$ cat config.mk
export PLATFORM = sky130hd
export DESIGN_NAME = dcs_shell
export DESIGN_NICKNAME = d
export VERILOG_FILES = /design/src/logic/dcs_pkg.sv /design/src/logic/dcs_irq_stretch.sv /design/src/logic/dcs_lane.sv /design/src/logic/dcs_shell.sv
export SDC_FILE = /design/constraint.sdc
export NUM_CORES = 1
export LEC_CHECK = 0
export BUFFER_PORTS_ARGS = -buffer_cell sky130_fd_sc_hd__buf_2
export CAP_MARGIN = 20
export CORE_ASPECT_RATIO = 1.75
export CORE_MARGIN = 2
export CORE_UTILIZATION = 46
export CTS_BUF_LIST = sky130_fd_sc_hd__clkbuf_8
export DETAILED_ROUTE_END_ITERATION = 10
export PLACE_DENSITY_LB_ADDON = 0.25
export SETUP_SLACK_MARGIN = 0.15
export SYNTH_ARGS = -nofsm -noshare
export SYNTH_HDL_FRONTEND = slang
export SYNTH_SLANG_ARGS = --single-unit
$ cat constraint.sdc
create_clock -name sys_clk -period 1.85 [get_ports sys_clk]
set_input_delay 0.2775 -clock sys_clk [delete_from_list [all_inputs] [get_ports sys_clk]]
set_output_delay 0.2775 -clock sys_clk [all_outputs]
set_load 0.01 [all_outputs]
$ cat src/logic/dcs_pkg.sv
package dcs_pkg;

    // clock and timing
    localparam int CLK_PERIOD_PS = 5000; // 200 MHz system clock
    localparam int CAL_TIME_NS = 1000; // least time for i/o calibration
    localparam int CAL_CYCLES = (CAL_TIME_NS * 1000 + CLK_PERIOD_PS - 1) / CLK_PERIOD_PS;
    localparam int IRQ_HOLD_CYCLES = 4; // interrupt level stretch length

    // register byte offsets
    localparam logic [11:0] REG_CTRL = 12'h000; // control
    localparam logic [11:0] REG_STATUS = 12'h004; // live status
    localparam logic [11:0] REG_EVENT = 12'h008; // sticky events, write one to clear
    localparam logic [11:0] REG_ECC_CNT = 12'h00C; // ecc event count

    // control fields
    localparam int CTRL_CAL_EN_BIT = 0; // allow calibration after lock
    localparam int CTRL_RECAL_BIT = 1; // write one to restart calibration
    localparam logic [31:0] CTRL_RESET = 32'h0000_0001;

    // status fields
    localparam int STAT_LOCKED_BIT = 0;
    localparam int STAT_CAL_DONE_BIT = 1;
    localparam int STAT_FAB_LOCK_BIT = 2;

    // event fields
    localparam int EVT_LOCK_BIT = 0;
    localparam int EVT_LOST_BIT = 1;
    localparam int EVT_ECC_BIT = 2;
    localparam int EVT_CAL_BIT = 3;
    localparam int EVT_FIC_BIT = 4;
    localparam int EVT_W = 5;

    localparam logic [15:0] ECC_CNT_MAX = 16'hFFFF;

    // calibration sequencer states
    typedef enum logic [2:0] {
        CAL_IDLE = 3'b001,
        CAL_RUN = 3'b010,
        CAL_DONE = 3'b100
    } dcs_cal_t;

endpackage

$ cat src/logic/dcs_irq_stretch.sv
`timescale 1ns/10ps
module dcs_irq_stretch
    import dcs_pkg::*;
#(
    parameter bit ENABLE = 1'b1, // interrupt group built in
    parameter int HOLD = IRQ_HOLD_CYCLES // cycles the level stands
) (
    input wire logic sys_clk, // system clock
    input wire logic rstn, // synchronous reset, active low
    input wire logic evt, // one-cycle trigger
    output logic irq // stretched interrupt level
);

    logic [7:0] cnt_ff; // remaining hold cycles
    logic [7:0] nxt_cnt;

    // reload on every event, otherwise count down to zero
    always_comb begin
        nxt_cnt = cnt_ff;
        if (evt && ENABLE) begin
            nxt_cnt = 8'(HOLD);
        end else if (cnt_ff != 8'h00) begin
            nxt_cnt = cnt_ff - 8'h01;
        end
    end

    // register the counter
    always_ff @(posedge sys_clk) begin
        if (!rstn) begin
            cnt_ff <= 8'h00;
        end else begin
            cnt_ff <= nxt_cnt;
        end
    end

    assign irq = ENABLE && (cnt_ff != 8'h00);
endmodule

$ cat src/logic/dcs_lane.sv
`timescale 1ns/10ps
module dcs_lane #(
    parameter int W = 8 // data bits in this lane
) (
    input wire logic sys_clk, // system clock
    input wire logic rstn, // synchronous reset, active low
    input wire logic wr_en, // drive this cycle's write data
    input wire logic [W-1:0] wr_data, // user write data
    input wire logic wr_mask, // user byte mask
    output logic [W-1:0] rd_data, // captured read data
    input wire logic [W-1:0] dq_i, // data pin level
    output logic [W-1:0] dq_o, // data pin drive
    output logic dq_oe, // data pin enable
    input wire logic dm_i, // mask pin level
    output logic dm_o, // mask pin drive
    output logic dm_oe, // mask pin enable
    input wire logic dqs_i, // strobe p level
    output logic dqs_o, // strobe p drive
    output logic dqs_oe, // strobe p enable
    input wire logic dqs_n_i, // strobe n level
    output logic dqs_n_o, // strobe n drive
    output logic dqs_n_oe // strobe n enable
);

    logic [W-1:0] dq_o_ff; // registered drive value
    logic [W-1:0] nxt_dq_o;
    logic oe_ff; // registered enable
    logic nxt_oe;
    logic dm_ff; // registered mask
    logic nxt_dm;
    logic [W-1:0] rd_ff; // captured read data
    logic [W-1:0] nxt_rd;
    logic strobe_in; // differential strobe high and mask pin low while not driving

    assign strobe_in = dqs_i && !dqs_n_i && !oe_ff && !dm_i;

    // next drive and capture values
    always_comb begin
        nxt_oe = wr_en;
        nxt_dq_o = wr_en ? wr_data : dq_o_ff;
        nxt_dm = wr_en ? wr_mask : dm_ff;
        nxt_rd = strobe_in ? dq_i : rd_ff;
    end

    // register lane state
    always_ff @(posedge sys_clk) begin
        if (!rstn) begin
            dq_o_ff <= '0;
            oe_ff <= 1'b0;
            dm_ff <= 1'b0;
            rd_ff <= '0;
        end else begin
            dq_o_ff <= nxt_dq_o;
            oe_ff <= nxt_oe;
            dm_ff <= nxt_dm;
            rd_ff <= nxt_rd;
        end
    end

    assign dq_o = dq_o_ff;
    assign dq_oe = oe_ff;
    assign dm_o = dm_ff;
    assign dm_oe = oe_ff;
    assign dqs_o = oe_ff;
    assign dqs_oe = oe_ff;
    assign dqs_n_o = !oe_ff;
    assign dqs_n_oe = oe_ff;
    assign rd_data = rd_ff;

endmodule

$ cat src/logic/dcs_shell.sv
`timescale 1ns/10ps
// Notes on behaviour
// - lock status follows internal pll lock
// - fabric lock input gates calibration only when option set
// - interrupt outputs exist only when enabled; here the ports stay, held low when IRQ_ENABLE is 0
// - pulse interrupt when pll gains lock
// - pulse interrupt when held lock is lost
// - interrupt on every ecc event
// - interrupt when i/o calibration completes
// - interrupt on fabric bus protocol error
// - data, mask, strobe, ecc widths follow phy width
// - second strobe match pair only at 32 bits
module dcs_shell
    import dcs_pkg::*;
#(
    parameter int PHY_WIDTH = 32, // 32, 16 or 8
    parameter bit USE_FABRIC_PLL_LOCK = 1'b0, // use_fabric_pll_lock_option
    parameter bit IRQ_ENABLE = 1'b1, // interrupt group built in
    localparam int NL = PHY_WIDTH / 8, // byte lanes
    localparam int ECC_W = PHY_WIDTH / 8 // ecc data bits
) (
    input wire logic sys_clk, // fabric_if_clock
    input wire logic rstn, // controller reset, active low
    input wire logic psel, // apb select
    input wire logic penable, // apb enable
    input wire logic pwrite, // apb direction
    input wire logic [11:0] paddr, // apb byte address
    input wire logic [31:0] pwdata, // apb write data
    output logic [31:0] prdata, // apb read data
    output logic pready, // apb ready
    output logic pslverr, // apb error
    input wire logic pll_lock_raw, // internal ddr pll lock detector
    input wire logic fabric_pll_locked_in, // fabric pll lock
    input wire logic ecc_event, // ecc event pulse from datapath
    input wire logic fab_proto_err, // fabric protocol error pulse
    output logic ddr_pll_locked, // pll lock status
    output logic pll_locked_irq, // pll gained lock
    output logic pll_lock_lost_irq, // pll lost lock
    output logic ecc_irq, // ecc event
    output logic io_calibration_done_irq, // calibration done
    output logic fabric_protocol_error_irq, // fabric protocol error
    input wire logic wr_en, // user drive enable
    input wire logic [PHY_WIDTH-1:0] wr_data, // user write data
    input wire logic [NL-1:0] wr_mask, // user byte masks
    output logic [PHY_WIDTH-1:0] rd_data, // captured read data
    input wire logic [ECC_W-1:0] ecc_wr_data, // ecc write data
    input wire logic ecc_wr_mask, // ecc mask
    output logic [ECC_W-1:0] ecc_rd_data, // ecc read data
    input wire logic [PHY_WIDTH-1:0] dq_i, // data pins in
    output logic [PHY_WIDTH-1:0] dq_o, // data pins out
    output logic [NL-1:0] dq_oe, // data enable per lane
    input wire logic [NL-1:0] dm_i, // mask pins in
    output logic [NL-1:0] dm_o, // mask pins out
    output logic [NL-1:0] dm_oe, // mask enable
    input wire logic [NL-1:0] dqs_i, // strobe p in
    output logic [NL-1:0] dqs_o, // strobe p out
    output logic [NL-1:0] dqs_oe, // strobe p enable
    input wire logic [NL-1:0] dqs_n_i, // strobe n in
    output logic [NL-1:0] dqs_n_o, // strobe n out
    output logic [NL-1:0] dqs_n_oe, // strobe n enable
    input wire logic [ECC_W-1:0] dq_ecc_i, // ecc data in
    output logic [ECC_W-1:0] dq_ecc_o, // ecc data out
    output logic dq_ecc_oe, // ecc data enable
    input wire logic dm_ecc_i, // ecc mask in
    output logic dm_ecc_o, // ecc mask out
    output logic dm_ecc_oe, // ecc mask enable
    input wire logic dqs_ecc_i, // ecc strobe p in
    output logic dqs_ecc_o, // ecc strobe p out
    output logic dqs_ecc_oe, // ecc strobe p enable
    input wire logic dqs_ecc_n_i, // ecc strobe n in
    output logic dqs_ecc_n_o, // ecc strobe n out
    output logic dqs_ecc_n_oe, // ecc strobe n enable
    input wire logic strobe_match_fifo0_in, // strobe match return 0
    output logic strobe_match_fifo0_out, // strobe match launch 0
    input wire logic strobe_match_fifo1_in, // strobe match return 1
    output logic strobe_match_fifo1_out, // strobe match launch 1
    input wire logic strobe_match_ecc_in, // ecc strobe match return
    output logic strobe_match_ecc_out // ecc strobe match launch
);

    ////////////////////////////////////////////////////////////////////////
    // pll lock tracking

    logic locked_ff; // registered lock status
    logic locked_d_ff; // previous cycle lock
    logic nxt_locked;
    logic lock_rise; // lock gained this cycle
    logic lock_fall; // lock lost this cycle
    logic eff_lock; // lock qualified by fabric option

    // sample the internal lock detector
    always_comb begin
        nxt_locked = pll_lock_raw;
    end

    // register lock history
    always_ff @(posedge sys_clk) begin
        if (!rstn) begin
            locked_ff <= 1'b0;
            locked_d_ff <= 1'b0;
        end else begin
            locked_ff <= nxt_locked;
            locked_d_ff <= locked_ff;
        end
    end

    assign ddr_pll_locked = locked_ff;
    assign lock_rise = locked_ff && !locked_d_ff;
    assign lock_fall = !locked_ff && locked_d_ff;
    // fabric lock only gates calibration when the option is built in
    assign eff_lock = locked_ff && (!USE_FABRIC_PLL_LOCK || fabric_pll_locked_in);

    ////////////////////////////////////////////////////////////////////////
    // register state and apb decode

    logic [31:0] ctrl_ff; // control register
    logic [31:0] nxt_ctrl;
    logic [EVT_W-1:0] evt_ff; // sticky events
    logic [EVT_W-1:0] nxt_evt;
    logic [15:0] ecc_cnt_ff; // saturating ecc count
    logic [15:0] nxt_ecc_cnt;
    logic [31:0] prdata_ff; // read data register
    logic [31:0] nxt_prdata;
    logic [EVT_W-1:0] evt_set; // events raised this cycle
    logic addr_hit; // address maps a register
    logic wr_acc; // write access phase
    logic recal; // software restart of calibration
    logic cal_done_pulse; // calibration finished this cycle
    dcs_cal_t cal_ff; // calibration state
    dcs_cal_t nxt_cal;
    logic [15:0] cal_cnt_ff; // calibration timer
    logic [15:0] nxt_cal_cnt;

    assign addr_hit = (paddr == REG_CTRL) || (paddr == REG_STATUS) ||
                      (paddr == REG_EVENT) || (paddr == REG_ECC_CNT);
    assign wr_acc = psel && penable && pwrite && addr_hit;
    assign recal = wr_acc && (paddr == REG_CTRL) && pwdata[CTRL_RECAL_BIT];
    assign pready = 1'b1;
    assign pslverr = psel && penable && !addr_hit;
    assign prdata = prdata_ff;

    assign evt_set[EVT_LOCK_BIT] = lock_rise;
    assign evt_set[EVT_LOST_BIT] = lock_fall;
    assign evt_set[EVT_ECC_BIT] = ecc_event;
    assign evt_set[EVT_CAL_BIT] = cal_done_pulse;
    assign evt_set[EVT_FIC_BIT] = fab_proto_err;

    // register writes, sticky events and read mux
    always_comb begin
        nxt_ctrl = ctrl_ff;
        nxt_evt = evt_ff;
        nxt_ecc_cnt = ecc_cnt_ff;
        nxt_prdata = prdata_ff;
        if (wr_acc && (paddr == REG_CTRL)) begin
            nxt_ctrl = {31'h0000_0000, pwdata[CTRL_CAL_EN_BIT]};
        end
        // clear first, then set, so a new event is never lost
        if (wr_acc && (paddr == REG_EVENT)) begin
            nxt_evt = evt_ff & ~pwdata[EVT_W-1:0];
        end
        nxt_evt = nxt_evt | evt_set;
        if (ecc_event && (ecc_cnt_ff != ECC_CNT_MAX)) begin
            nxt_ecc_cnt = ecc_cnt_ff + 16'h0001;
        end
        // read data prepared in the setup cycle
        if (psel && !penable && !pwrite) begin
            unique case (paddr)
                REG_CTRL: nxt_prdata = ctrl_ff;
                REG_STATUS: nxt_prdata = {29'h0000_0000, fabric_pll_locked_in,
                                          cal_ff == CAL_DONE, locked_ff};
                REG_EVENT: nxt_prdata = {27'h0000_0000, evt_ff};
                REG_ECC_CNT: nxt_prdata = {16'h0000, ecc_cnt_ff};
                default: nxt_prdata = 32'h0000_0000;
            endcase
        end
    end

    // register file flops
    always_ff @(posedge sys_clk) begin
        if (!rstn) begin
            ctrl_ff <= CTRL_RESET;
            evt_ff <= '0;
            ecc_cnt_ff <= 16'h0000;
            prdata_ff <= 32'h0000_0000;
        end else begin
            ctrl_ff <= nxt_ctrl;
            evt_ff <= nxt_evt;
            ecc_cnt_ff <= nxt_ecc_cnt;
            prdata_ff <= nxt_prdata;
        end
    end

    ////////////////////////////////////////////////////////////////////////
    // i/o calibration sequencer

    // start after qualified lock, time the calibration, restart on loss
    always_comb begin
        nxt_cal = cal_ff;
        nxt_cal_cnt = cal_cnt_ff;
        cal_done_pulse = 1'b0;
        unique case (cal_ff)
            CAL_IDLE: begin
                nxt_cal_cnt = 16'h0000;
                if (eff_lock && ctrl_ff[CTRL_CAL_EN_BIT]) begin
                    nxt_cal = CAL_RUN;
                end
            end
            CAL_RUN: begin
                if (!eff_lock || recal) begin
                    nxt_cal = CAL_IDLE;
                end else if (cal_cnt_ff == 16'(CAL_CYCLES - 1)) begin
                    nxt_cal = CAL_DONE;
                    cal_done_pulse = 1'b1;
                end else begin
                    nxt_cal_cnt = cal_cnt_ff + 16'h0001;
                end
            end
            CAL_DONE: begin
                if (!eff_lock || recal) begin
                    nxt_cal = CAL_IDLE;
                end
            end
            default: nxt_cal = CAL_IDLE;
        endcase
    end

    // register the sequencer
    always_ff @(posedge sys_clk) begin
        if (!rstn) begin
            cal_ff <= CAL_IDLE;
            cal_cnt_ff <= 16'h0000;
        end else begin
            cal_ff <= nxt_cal;
            cal_cnt_ff <= nxt_cal_cnt;
        end
    end

    ////////////////////////////////////////////////////////////////////////
    // interrupt outputs

    dcs_irq_stretch #(.ENABLE(IRQ_ENABLE), .HOLD(IRQ_HOLD_CYCLES)) u_irq_lock (
        .sys_clk(sys_clk), .rstn(rstn), .evt(lock_rise), .irq(pll_locked_irq));
    dcs_irq_stretch #(.ENABLE(IRQ_ENABLE), .HOLD(IRQ_HOLD_CYCLES)) u_irq_lost (
        .sys_clk(sys_clk), .rstn(rstn), .evt(lock_fall), .irq(pll_lock_lost_irq));
    dcs_irq_stretch #(.ENABLE(IRQ_ENABLE), .HOLD(IRQ_HOLD_CYCLES)) u_irq_ecc (
        .sys_clk(sys_clk), .rstn(rstn), .evt(ecc_event), .irq(ecc_irq));
    dcs_irq_stretch #(.ENABLE(IRQ_ENABLE), .HOLD(IRQ_HOLD_CYCLES)) u_irq_cal (
        .sys_clk(sys_clk), .rstn(rstn), .evt(cal_done_pulse),
        .irq(io_calibration_done_irq));
    dcs_irq_stretch #(.ENABLE(IRQ_ENABLE), .HOLD(IRQ_HOLD_CYCLES)) u_irq_fic (
        .sys_clk(sys_clk), .rstn(rstn), .evt(fab_proto_err),
        .irq(fabric_protocol_error_irq));

    ////////////////////////////////////////////////////////////////////////
    // dram pin lanes, sized from the phy width

    for (genvar g = 0; g < NL; g++) begin : g_lane
        dcs_lane #(.W(8)) u_lane (
            .sys_clk(sys_clk), .rstn(rstn), .wr_en(wr_en),
            .wr_data(wr_data[g*8 +: 8]), .wr_mask(wr_mask[g]),
            .rd_data(rd_data[g*8 +: 8]), .dq_i(dq_i[g*8 +: 8]),
            .dq_o(dq_o[g*8 +: 8]), .dq_oe(dq_oe[g]), .dm_i(dm_i[g]),
            .dm_o(dm_o[g]), .dm_oe(dm_oe[g]), .dqs_i(dqs_i[g]),
            .dqs_o(dqs_o[g]), .dqs_oe(dqs_oe[g]), .dqs_n_i(dqs_n_i[g]),
            .dqs_n_o(dqs_n_o[g]), .dqs_n_oe(dqs_n_oe[g]));
    end

    dcs_lane #(.W(ECC_W)) u_ecc_lane (
        .sys_clk(sys_clk), .rstn(rstn), .wr_en(wr_en), .wr_data(ecc_wr_data),
        .wr_mask(ecc_wr_mask), .rd_data(ecc_rd_data), .dq_i(dq_ecc_i),
        .dq_o(dq_ecc_o), .dq_oe(dq_ecc_oe), .dm_i(dm_ecc_i), .dm_o(dm_ecc_o),
        .dm_oe(dm_ecc_oe), .dqs_i(dqs_ecc_i), .dqs_o(dqs_ecc_o),
        .dqs_oe(dqs_ecc_oe), .dqs_n_i(dqs_ecc_n_i), .dqs_n_o(dqs_ecc_n_o),
        .dqs_n_oe(dqs_ecc_n_oe));

    ////////////////////////////////////////////////////////////////////////
    // strobe timing-match loop registers

    logic [2:0] match_ff; // loop-back flops
    logic [2:0] nxt_match;

    // the second pair and the ecc pair only exist at full width
    always_comb begin
        nxt_match[0] = strobe_match_fifo0_in;
        nxt_match[1] = (PHY_WIDTH == 32) && strobe_match_fifo1_in;
        nxt_match[2] = (PHY_WIDTH == 32) && strobe_match_ecc_in;
    end

    // register the loops
    always_ff @(posedge sys_clk) begin
        if (!rstn) begin
            match_ff <= 3'h0;
        end else begin
            match_ff <= nxt_match;
        end
    end

    assign strobe_match_fifo0_out = match_ff[0];
    assign strobe_match_fifo1_out = match_ff[1];
    assign strobe_match_ecc_out = match_ff[2];
endmodule

==> results of run 1 <==
[cell families after synthesis]
group           Yosys count  share of synthesized area [%]
fa+ha+maj                 7                           1.14
simple gates            357                           23.1
xor+xnor                 33                           3.75
flops                   180                           46.7
mux                      57                           7.59
other cells               2                         0.0973
buf+inv                 103                           7.57
compound gates          132                           10.0
[registers in the layout, indices dropped and copies added, names as in the netlist, 5 cells and up]
name                   flops
cal_cnt_ff                16
ecc_cnt_ff                16
evt_ff                     5
g_lane.u_lane.dq_o        32
g_lane.u_lane.rd_data     32
prdata                    16
u_irq_cal.cnt_ff           8
u_irq_ecc.cnt_ff           8
u_irq_fic.cnt_ff           8
u_irq_lock.cnt_ff          8
u_irq_lost.cnt_ff          8
[per-stage QoR]
step	utilization (%)	total power, mW	instance area, um2	hold slack [ns]	TNS (ns)
floorplan	-	6.67	7780	0.379	0
CTS	59.6	9.97	9800	0.00381	0
global placement	56.1	7.31	9230	0.439	-0.00624
global route	61.3	10.8	10100	0.00939	0
detailed placement	56.1	7.34	9230	0.443	-0.0177
finish	61.3	10.2	10100	0.0393	0
[worst min-delay path by stage]
| stage | start | endpoint | slack, ns |
|---|---|---|---|
| floorplan | pwdata[0] | evt_ff[0] | 0.38 |
| global placement | g_lane[2].u_lane.rd_data[0] | g_lane[2].u_lane.rd_data[0] | 0.44 |
| detailed placement | g_lane[3].u_lane.rd_data[3] | g_lane[3].u_lane.rd_data[3] | 0.44 |
| CTS | pll_lock_raw | ddr_pll_locked | 0.004 |
| global route | pll_lock_raw | ddr_pll_locked | 0.009 |
| finish | pll_lock_raw | ddr_pll_locked | 0.04 |
[worst register-to-register path, stage by stage (launching register included)]
cell     delay [ns]
dfxtp_2        0.33
buf_6          0.13
or3b_4         0.41
nor2_4         0.11
a21oi_2        0.05
buf_6          0.14
or4_1          0.39
a21oi_1        0.12
[cell usage in the layout, fill, tap and decap left out, drive strengths merged, types with 4 or more instances in the layout]
master       Yosys  final
buf             62    319
dfxtp          180    180
nor2           125    125
nand2          101    101
a21oi           71     71
mux2i           54     54
inv             22     26
nand3           25     25
clkbuf          19     20
o21ai           19     19
xnor2           17     17
conb             2     17
xor2            16     16
or3             15     15
nand4           14     14
nor3            14     14
a22oi           13     13
nor4            12     12
nor4b            8      8
and2             7      7
o31ai            7      7
a211oi           7      7
ha               7      7
clkinv           0      7
a31oi            6      6
and3             6      6
dlygate4sd3      0      6
or4              6      6
nor3b            5      5
nand2b           5      5
or4b             4      4
or3b             4      4
[power groups by stage]
stage,clock network (mW),logic [mW],registers [mW]
2_1_floorplan,0,1.98,4.69
3_5_place_dp,0,2.62,4.72
3_3_place_gp,0,2.60,4.70
6_report,2.43,3.09,4.67
5_1_grt,2.65,3.45,4.74
4_1_cts,2.51,2.82,4.64
[layer usage]
metal,track usage [%],vias up
met5,0,-
met4,8.61,0
met1,23.9,3224
met3,5.49,31
met2,38.1,193
li1,-,3490
[final cells by class]
| type | count | area (um2) | share of cell area (%) |
|---|---|---|---|
| Clock inverter | 12 | 82.6 | 0.819 |
| Multi-Input combinational cell | 603 | 3840 | 38.1 |
| Inverter | 22 | 83.8 | 0.831 |
| Clock buffer | 20 | 275 | 2.73 |
| Timing Repair Buffer | 325 | 1890 | 18.7 |
| Tap cell | 224 | 280 | 2.78 |
| Sequential cell | 180 | 3630 | 36.0 |
[repair_timing]
| action | 4_1_cts | 5_1_grt |
|---|---|---|
| gates resized for setup | 27 | 55 |
| pin swaps | 11 | 31 |
| gates cloned | 1 | 0 |
| hold endpoints to repair | 6 | 0 |
| hold buffers | 6 | 0 |
| endpoints found under the setup margin | 32 | 45 |
| setup buffers | 9 | 7 |
==> reports/results.txt, run 1 <==
post-synth top area share: 46.7%
Comb power frac: 30.3%
Starting Density: 46.9%
Yosys cell types: 56
min Tclk post-route: 1.75 ns
Worst R2R Path Depth: 7
I/O pin cnt: 299
Port Buf Inserts: 254
clock latency on the worst-skew pair: 0.45 ns
vias in the first global route: 6659
Fillers: 1478
wire per inst: 14.1 um
setup slack, reg-to-reg: 0.10 ns
critical path class: reg2reg
number of synthesized flops with an enable pin: 0
Area contributors post-synth: dfxtp_1, mux2i_1, nor2_1, nand2_1, buf_4
MaxCap Viol Count: 0
worst hold path type: in2reg
synthesized area per cell: 8.86 um2
crit path to: cal_cnt_ff[13]
worst stage delay on the critical path: 0.41 ns
CTS root buf: clkbuf_8
dpl ws: -0.0177 ns
Via density: 5.01
pwr/cell area: 1010 mW/mm2
die width: 102 um
Post-Route WL: 19500 um
Yosys top cell by area: dfxtp_1
Post-Synthesis Cells: 871
f_max: 573 MHz
Final WS setup: 0.103 ns
met1 wire length: 7660 um
worst setup path start: cal_ff[1]
crit-path max FO: 7
GRT Total Usage: 21.4%
status: completed
synth cell count leaders: dfxtp_1, nor2_1, nand2_1
die area: 0.0179 mm2
CP Cell Sequence: buf_6 -> or3b_4 -> nor2_4 -> a21oi_2 -> buf_6 -> or4_1 -> a21oi_1
mapped cell area: 0.00772 mm2
Slew HR: 62.1%
Final Max Slew Viols: 0
row count: 62
Top Layer Used: met4
Peak VDD IR: 0.000657 V
#FFs+latches synth: 180
Crit path top cell by count: buf_6
Leak Pwr: 4.53 nW
most common cell in the netlist: dfxtp_1
hold path depth: 2
ant diodes: 0
clock sink total: 180
Setup Skew: 0.0123 ns
routed length on met2: 10400 um
Clock Power Share: 23.8%
Die H: 175 um
initial antenna violation count: 0
Worst Tran Pin Value: 0.567 ns
total grt overflow: 0
synth-to-layout area growth: 30.7%
DRC violations left: 0
Setup crit start kind: flip-flop
cell family with most CP delay: simple AND/OR/NAND/NOR gates
largest net degree at the start of global routing: 62
critical path arrival: 2.14 ns
register area share after synthesis: 46.7%
routability cong.: 0.823
Power Internal: 6.83 mW
share of post-route cells with drive strength above 1: 37.7%
non-filler cells, final: 1386
worst path required time: 2.24 ns
Sequential Power Share: 45.8%
RSZ-0062 raised after global routing: yes
Switching Share: 33.0%
Final Hold Fails: 0
core region area: 0.0164 mm2
DRT antenna net count: 0
Slowest-stage cell, CP: or3b_4
first-pass GRT wire length: 30600 um
Tcrit/Tclk final: 94.4%
critical path depth: 7
worst-case clock buffer depth: 2
DRT Pass-1 Iters: 5
# setup viols final: 0
Ys Warns: 0
H-tree depth: 4
Detailed Route Iter0 Violations: 277
Clock Pin Slew Worst Setup and Hold Paths: 0.10 ns
met3 wire length: 1010 um
asr flop ratio synth: 0%
CTS Buf Count: 17
vias: 6938
CTS tree: yes
fin nets: 1305
critical path buffer and inverter count: 2
crit end category: flip-flop
DP Cell Count: 1331
NetSw: 3.36 mW
r2r startpoint: cal_ff[1]
RR Endpoint: cal_cnt_ff[13]
DP HPWL: 14200 um
Top FF cell, synth: dfxtp_1
Power figures use the tool's default switching activity.
==> run 2: changes to the inputs <==
--- a/config.mk
+++ b/config.mk
@@ -9,8 +9,7 @@
 export CAP_MARGIN = 20
 export CORE_ASPECT_RATIO = 1.75
 export CORE_MARGIN = 2
-export CORE_UTILIZATION = 46
-export CTS_BUF_LIST = sky130_fd_sc_hd__clkbuf_8
+export CORE_UTILIZATION = 44
 export DETAILED_ROUTE_END_ITERATION = 10
 export PLACE_DENSITY_LB_ADDON = 0.25
 export SETUP_SLACK_MARGIN = 0.15
==> run 2 against run 1 <==
- clock skew shrank 0.0043 ns
- register-to-register slack gained 0.02 ns
- design area rose by 3.3%
- count of clock-buffer cells in the layout rose by 2
- worst hold slack worse by 0.0086 ns
- via count is 0.95% higher
- first-iteration DRC count down 14%
- critical path type unchanged
- utilization down 1.1 points
==> reports/results.txt, run 2 (synthesis gave the netlist of run 1 again) <==
status: completed
Final WS setup: 0.122 ns (+0.0188 ns)
Final Max Slew Viols: 0 (unchanged)
CTS tree: yes
Clock Power Share: 30.7% (+6.9 points)
Power Internal: 7.83 mW (+15%)
core region area: 0.0173 mm2 (+5.2%)
Switching Share: 31.3% (-1.7 points)
worst setup path start: cal_cnt_ff[5]
worst hold path type: in2reg
worst path required time: 2.21 ns (-0.03 ns)
Sequential Power Share: 41.0% (-4.8 points)
fin nets: 1307 (+0.15%)
first-pass GRT wire length: 30600 um (about the same)
number of buffers inserted by hold repair at cts: 0 (-6)
placed instance area: 0.00921 mm2 (-0.15%)
crit-path max FO: 4 (-3)
worst stage delay on the critical path: 0.54 ns (+0.13 ns)
die width: 104 um (+2.2%)
DRC violations left: 0 (unchanged)
Crit path top cell by count: buf_6
synth-to-layout area growth: 35.1%
GRT Total Usage: 20.3% (-1.2 points)
routability cong.: 0.797 (-3.1%)
Detailed Route Iter0 Violations: 238 (-14%)
Slew HR: 62.3% (+0.14 points)
Worst R2R Path Depth: 6 (-1)
I/O pin cnt: 299 (unchanged)
hold_ws: 0.0307 ns (-0.00860 ns)
critical path depth: 6 (-1)
Comb power frac: 28.3% (-2.0 points)
CP Cell Sequence: or4_4 -> nor4_4 -> nand4_1 -> buf_6 -> buf_6 -> a21oi_2
DP HPWL: 14600 um (+2.4%)
NetSw: 3.57 mW (+6.2%)
Leak Pwr: 4.65 nW (+2.8%)
DRT Pass-1 Iters: 5 (unchanged)
initial antenna violation count: 2 (+2)
Die H: 179 um (+2.2%)
MaxCap Viol Count: 0 (unchanged)
cell family with most CP delay: simple AND/OR/NAND/NOR gates
critical path class: reg2reg
pwr/cell area: 1090 mW/mm2 (+8.3%)
most frequent cells in the layout: buf_2, dfxtp_1, nor2_1
total power: 11.4 mW (+12%)
row count: 64 (+3.2%)
clock sink total: 180 (unchanged)
vias in the first global route: 6587 (-1.1%)
critical path buffer and inverter count: 2 (unchanged)
largest net degree at the start of global routing: 76 (+23%)
RSZ-0062 raised after global routing: yes
Via density: 5.01 (+0.16%)
Worst Hold Launch: pwdata[4]
min Tclk post-route: 1.73 ns (-0.0188 ns)
Setup crit start kind: flip-flop
CTS root buf: clkbuf_16
H-tree depth: 4 (unchanged)
worst-case clock buffer depth: 2 (unchanged)
die area: 0.0187 mm2 (+4.4%)
Slowest-stage cell, CP: or4_4
CTS Buf Count: 17 (unchanged)
setup slack, reg-to-reg: 0.12 ns (+0.02 ns)
crit end category: flip-flop
Starting Density: 44.6% (-2.3 points)
fin area: 0.0104 mm2 (+3.3%)
# setup viols final: 0 (unchanged)
DRT antenna net count: 0 (unchanged)
share of post-route cells with drive strength above 1: 39.5% (+1.8 points)
non-filler cells, final: 1397 (+0.79%)
RR Endpoint: evt_ff[3]
r2r startpoint: cal_cnt_ff[5]
dpl ws: -0.0714 ns (-0.0537 ns)
f_max: 579 MHz (+1.1%)
Post-Route WL: 20300 um (+4.1%)
DP Cell Count: 1335 (+0.30%)
most common cell after layout, fill and taps aside: buf_2
Port Buf Inserts: 254 (unchanged)
Final Hold Fails: 0 (unchanged)
critical path arrival: 2.09 ns (-0.05 ns)
wire per inst: 14.6 um (+3.3%)
total grt overflow: 0 (unchanged)
vias: 7004 (+0.95%)
Worst Tran Pin Value: 0.562 ns (-0.00490 ns)
Setup Skew: 0.00798 ns (-0.00431 ns)
crit path to: evt_ff[3]
Clock Pin Slew Worst Setup and Hold Paths: 0.06 ns (-0.04 ns)
Tcrit/Tclk final: 93.4% (-1.0 points)
Peak VDD IR: 0.000700 V (+6.5%)
clock latency on the worst-skew pair: 0.43 ns (-0.02 ns)
[run 2: cell types whose count changed in the layout (fill, tap and decap cells not counted), moves of 5 or more]
| cell | previous run | this run |
|---|---|---|
| clkbuf_8 | 20 | 3 |
| nor2_4 | 1 | 6 |
| nor2_1 | 116 | 109 |
| buf_4 | 54 | 62 |
| dlygate4sd3_1 | 6 | 0 |
| clkbuf_16 | 0 | 18 |
[run 2: layout make-up]
type                            count  area (um2)
Sequential cell                   180        3640
Timing Repair Buffer              327        1910
Multi-Input combinational cell    603        3920
Fill cell                        1601        6880
Tap cell                          231         289
Inverter                           22        83.8
Antenna cell                        2        5.00
Clock inverter                     10        98.8
Clock buffer                       22         474
[run 2: repair_timing]
action                     4_1_cts  5_1_grt
cloned                           0        2
gates resized for setup         25       83
buffers inserted                 9       17
setup endpoints to repair       26       45
pin swaps                       12       34
[run 2: power groups by stage]
stage	Combinational (mW)	Sequential [mW]	Clock (mW)
3_3_place_gp	2.60	4.71	0
2_1_floorplan	1.98	4.69	0
5_1_grt	3.63	4.73	3.75
3_5_place_dp	2.65	4.72	0
6_report	3.22	4.67	3.50
4_1_cts	2.85	4.65	3.57
[run 2: per-layer routing]
metal	vias to the layer above	GRT usage (%)	wire, um
met4	0	6.48	259
met5	-	0	0
met1	3296	21.7	7650
met3	21	5.74	1150
li1	3500	-	-
met2	187	38.2	11300
[run 2: worst min path at each step]
| stage | slack [ns] | depth (start not counted) | to |
|---|---|---|---|
| detailed placement | 0.44 | 2 | g_lane[0].u_lane.rd_data[3] |
| finish | 0.03 | 2 | evt_ff[4] |
| global placement | 0.44 | 2 | g_lane[3].u_lane.rd_data[4] |
| global route | 0.02 | 2 | evt_ff[4] |
| floorplan | 0.38 | 1 | evt_ff[0] |
| CTS | 0.02 | 2 | evt_ff[4] |
[run 2: per-stage QoR]
| step | util [%] | TNS (ns) |
|---|---|---|
| finish | 60.3 | 0 |
| global route | 60.2 | 0 |
| CTS | 57.5 | 0 |
| detailed placement | 53.3 | -0.453 |
| global placement | 53.3 | -0.456 |
| floorplan | - | 0 |
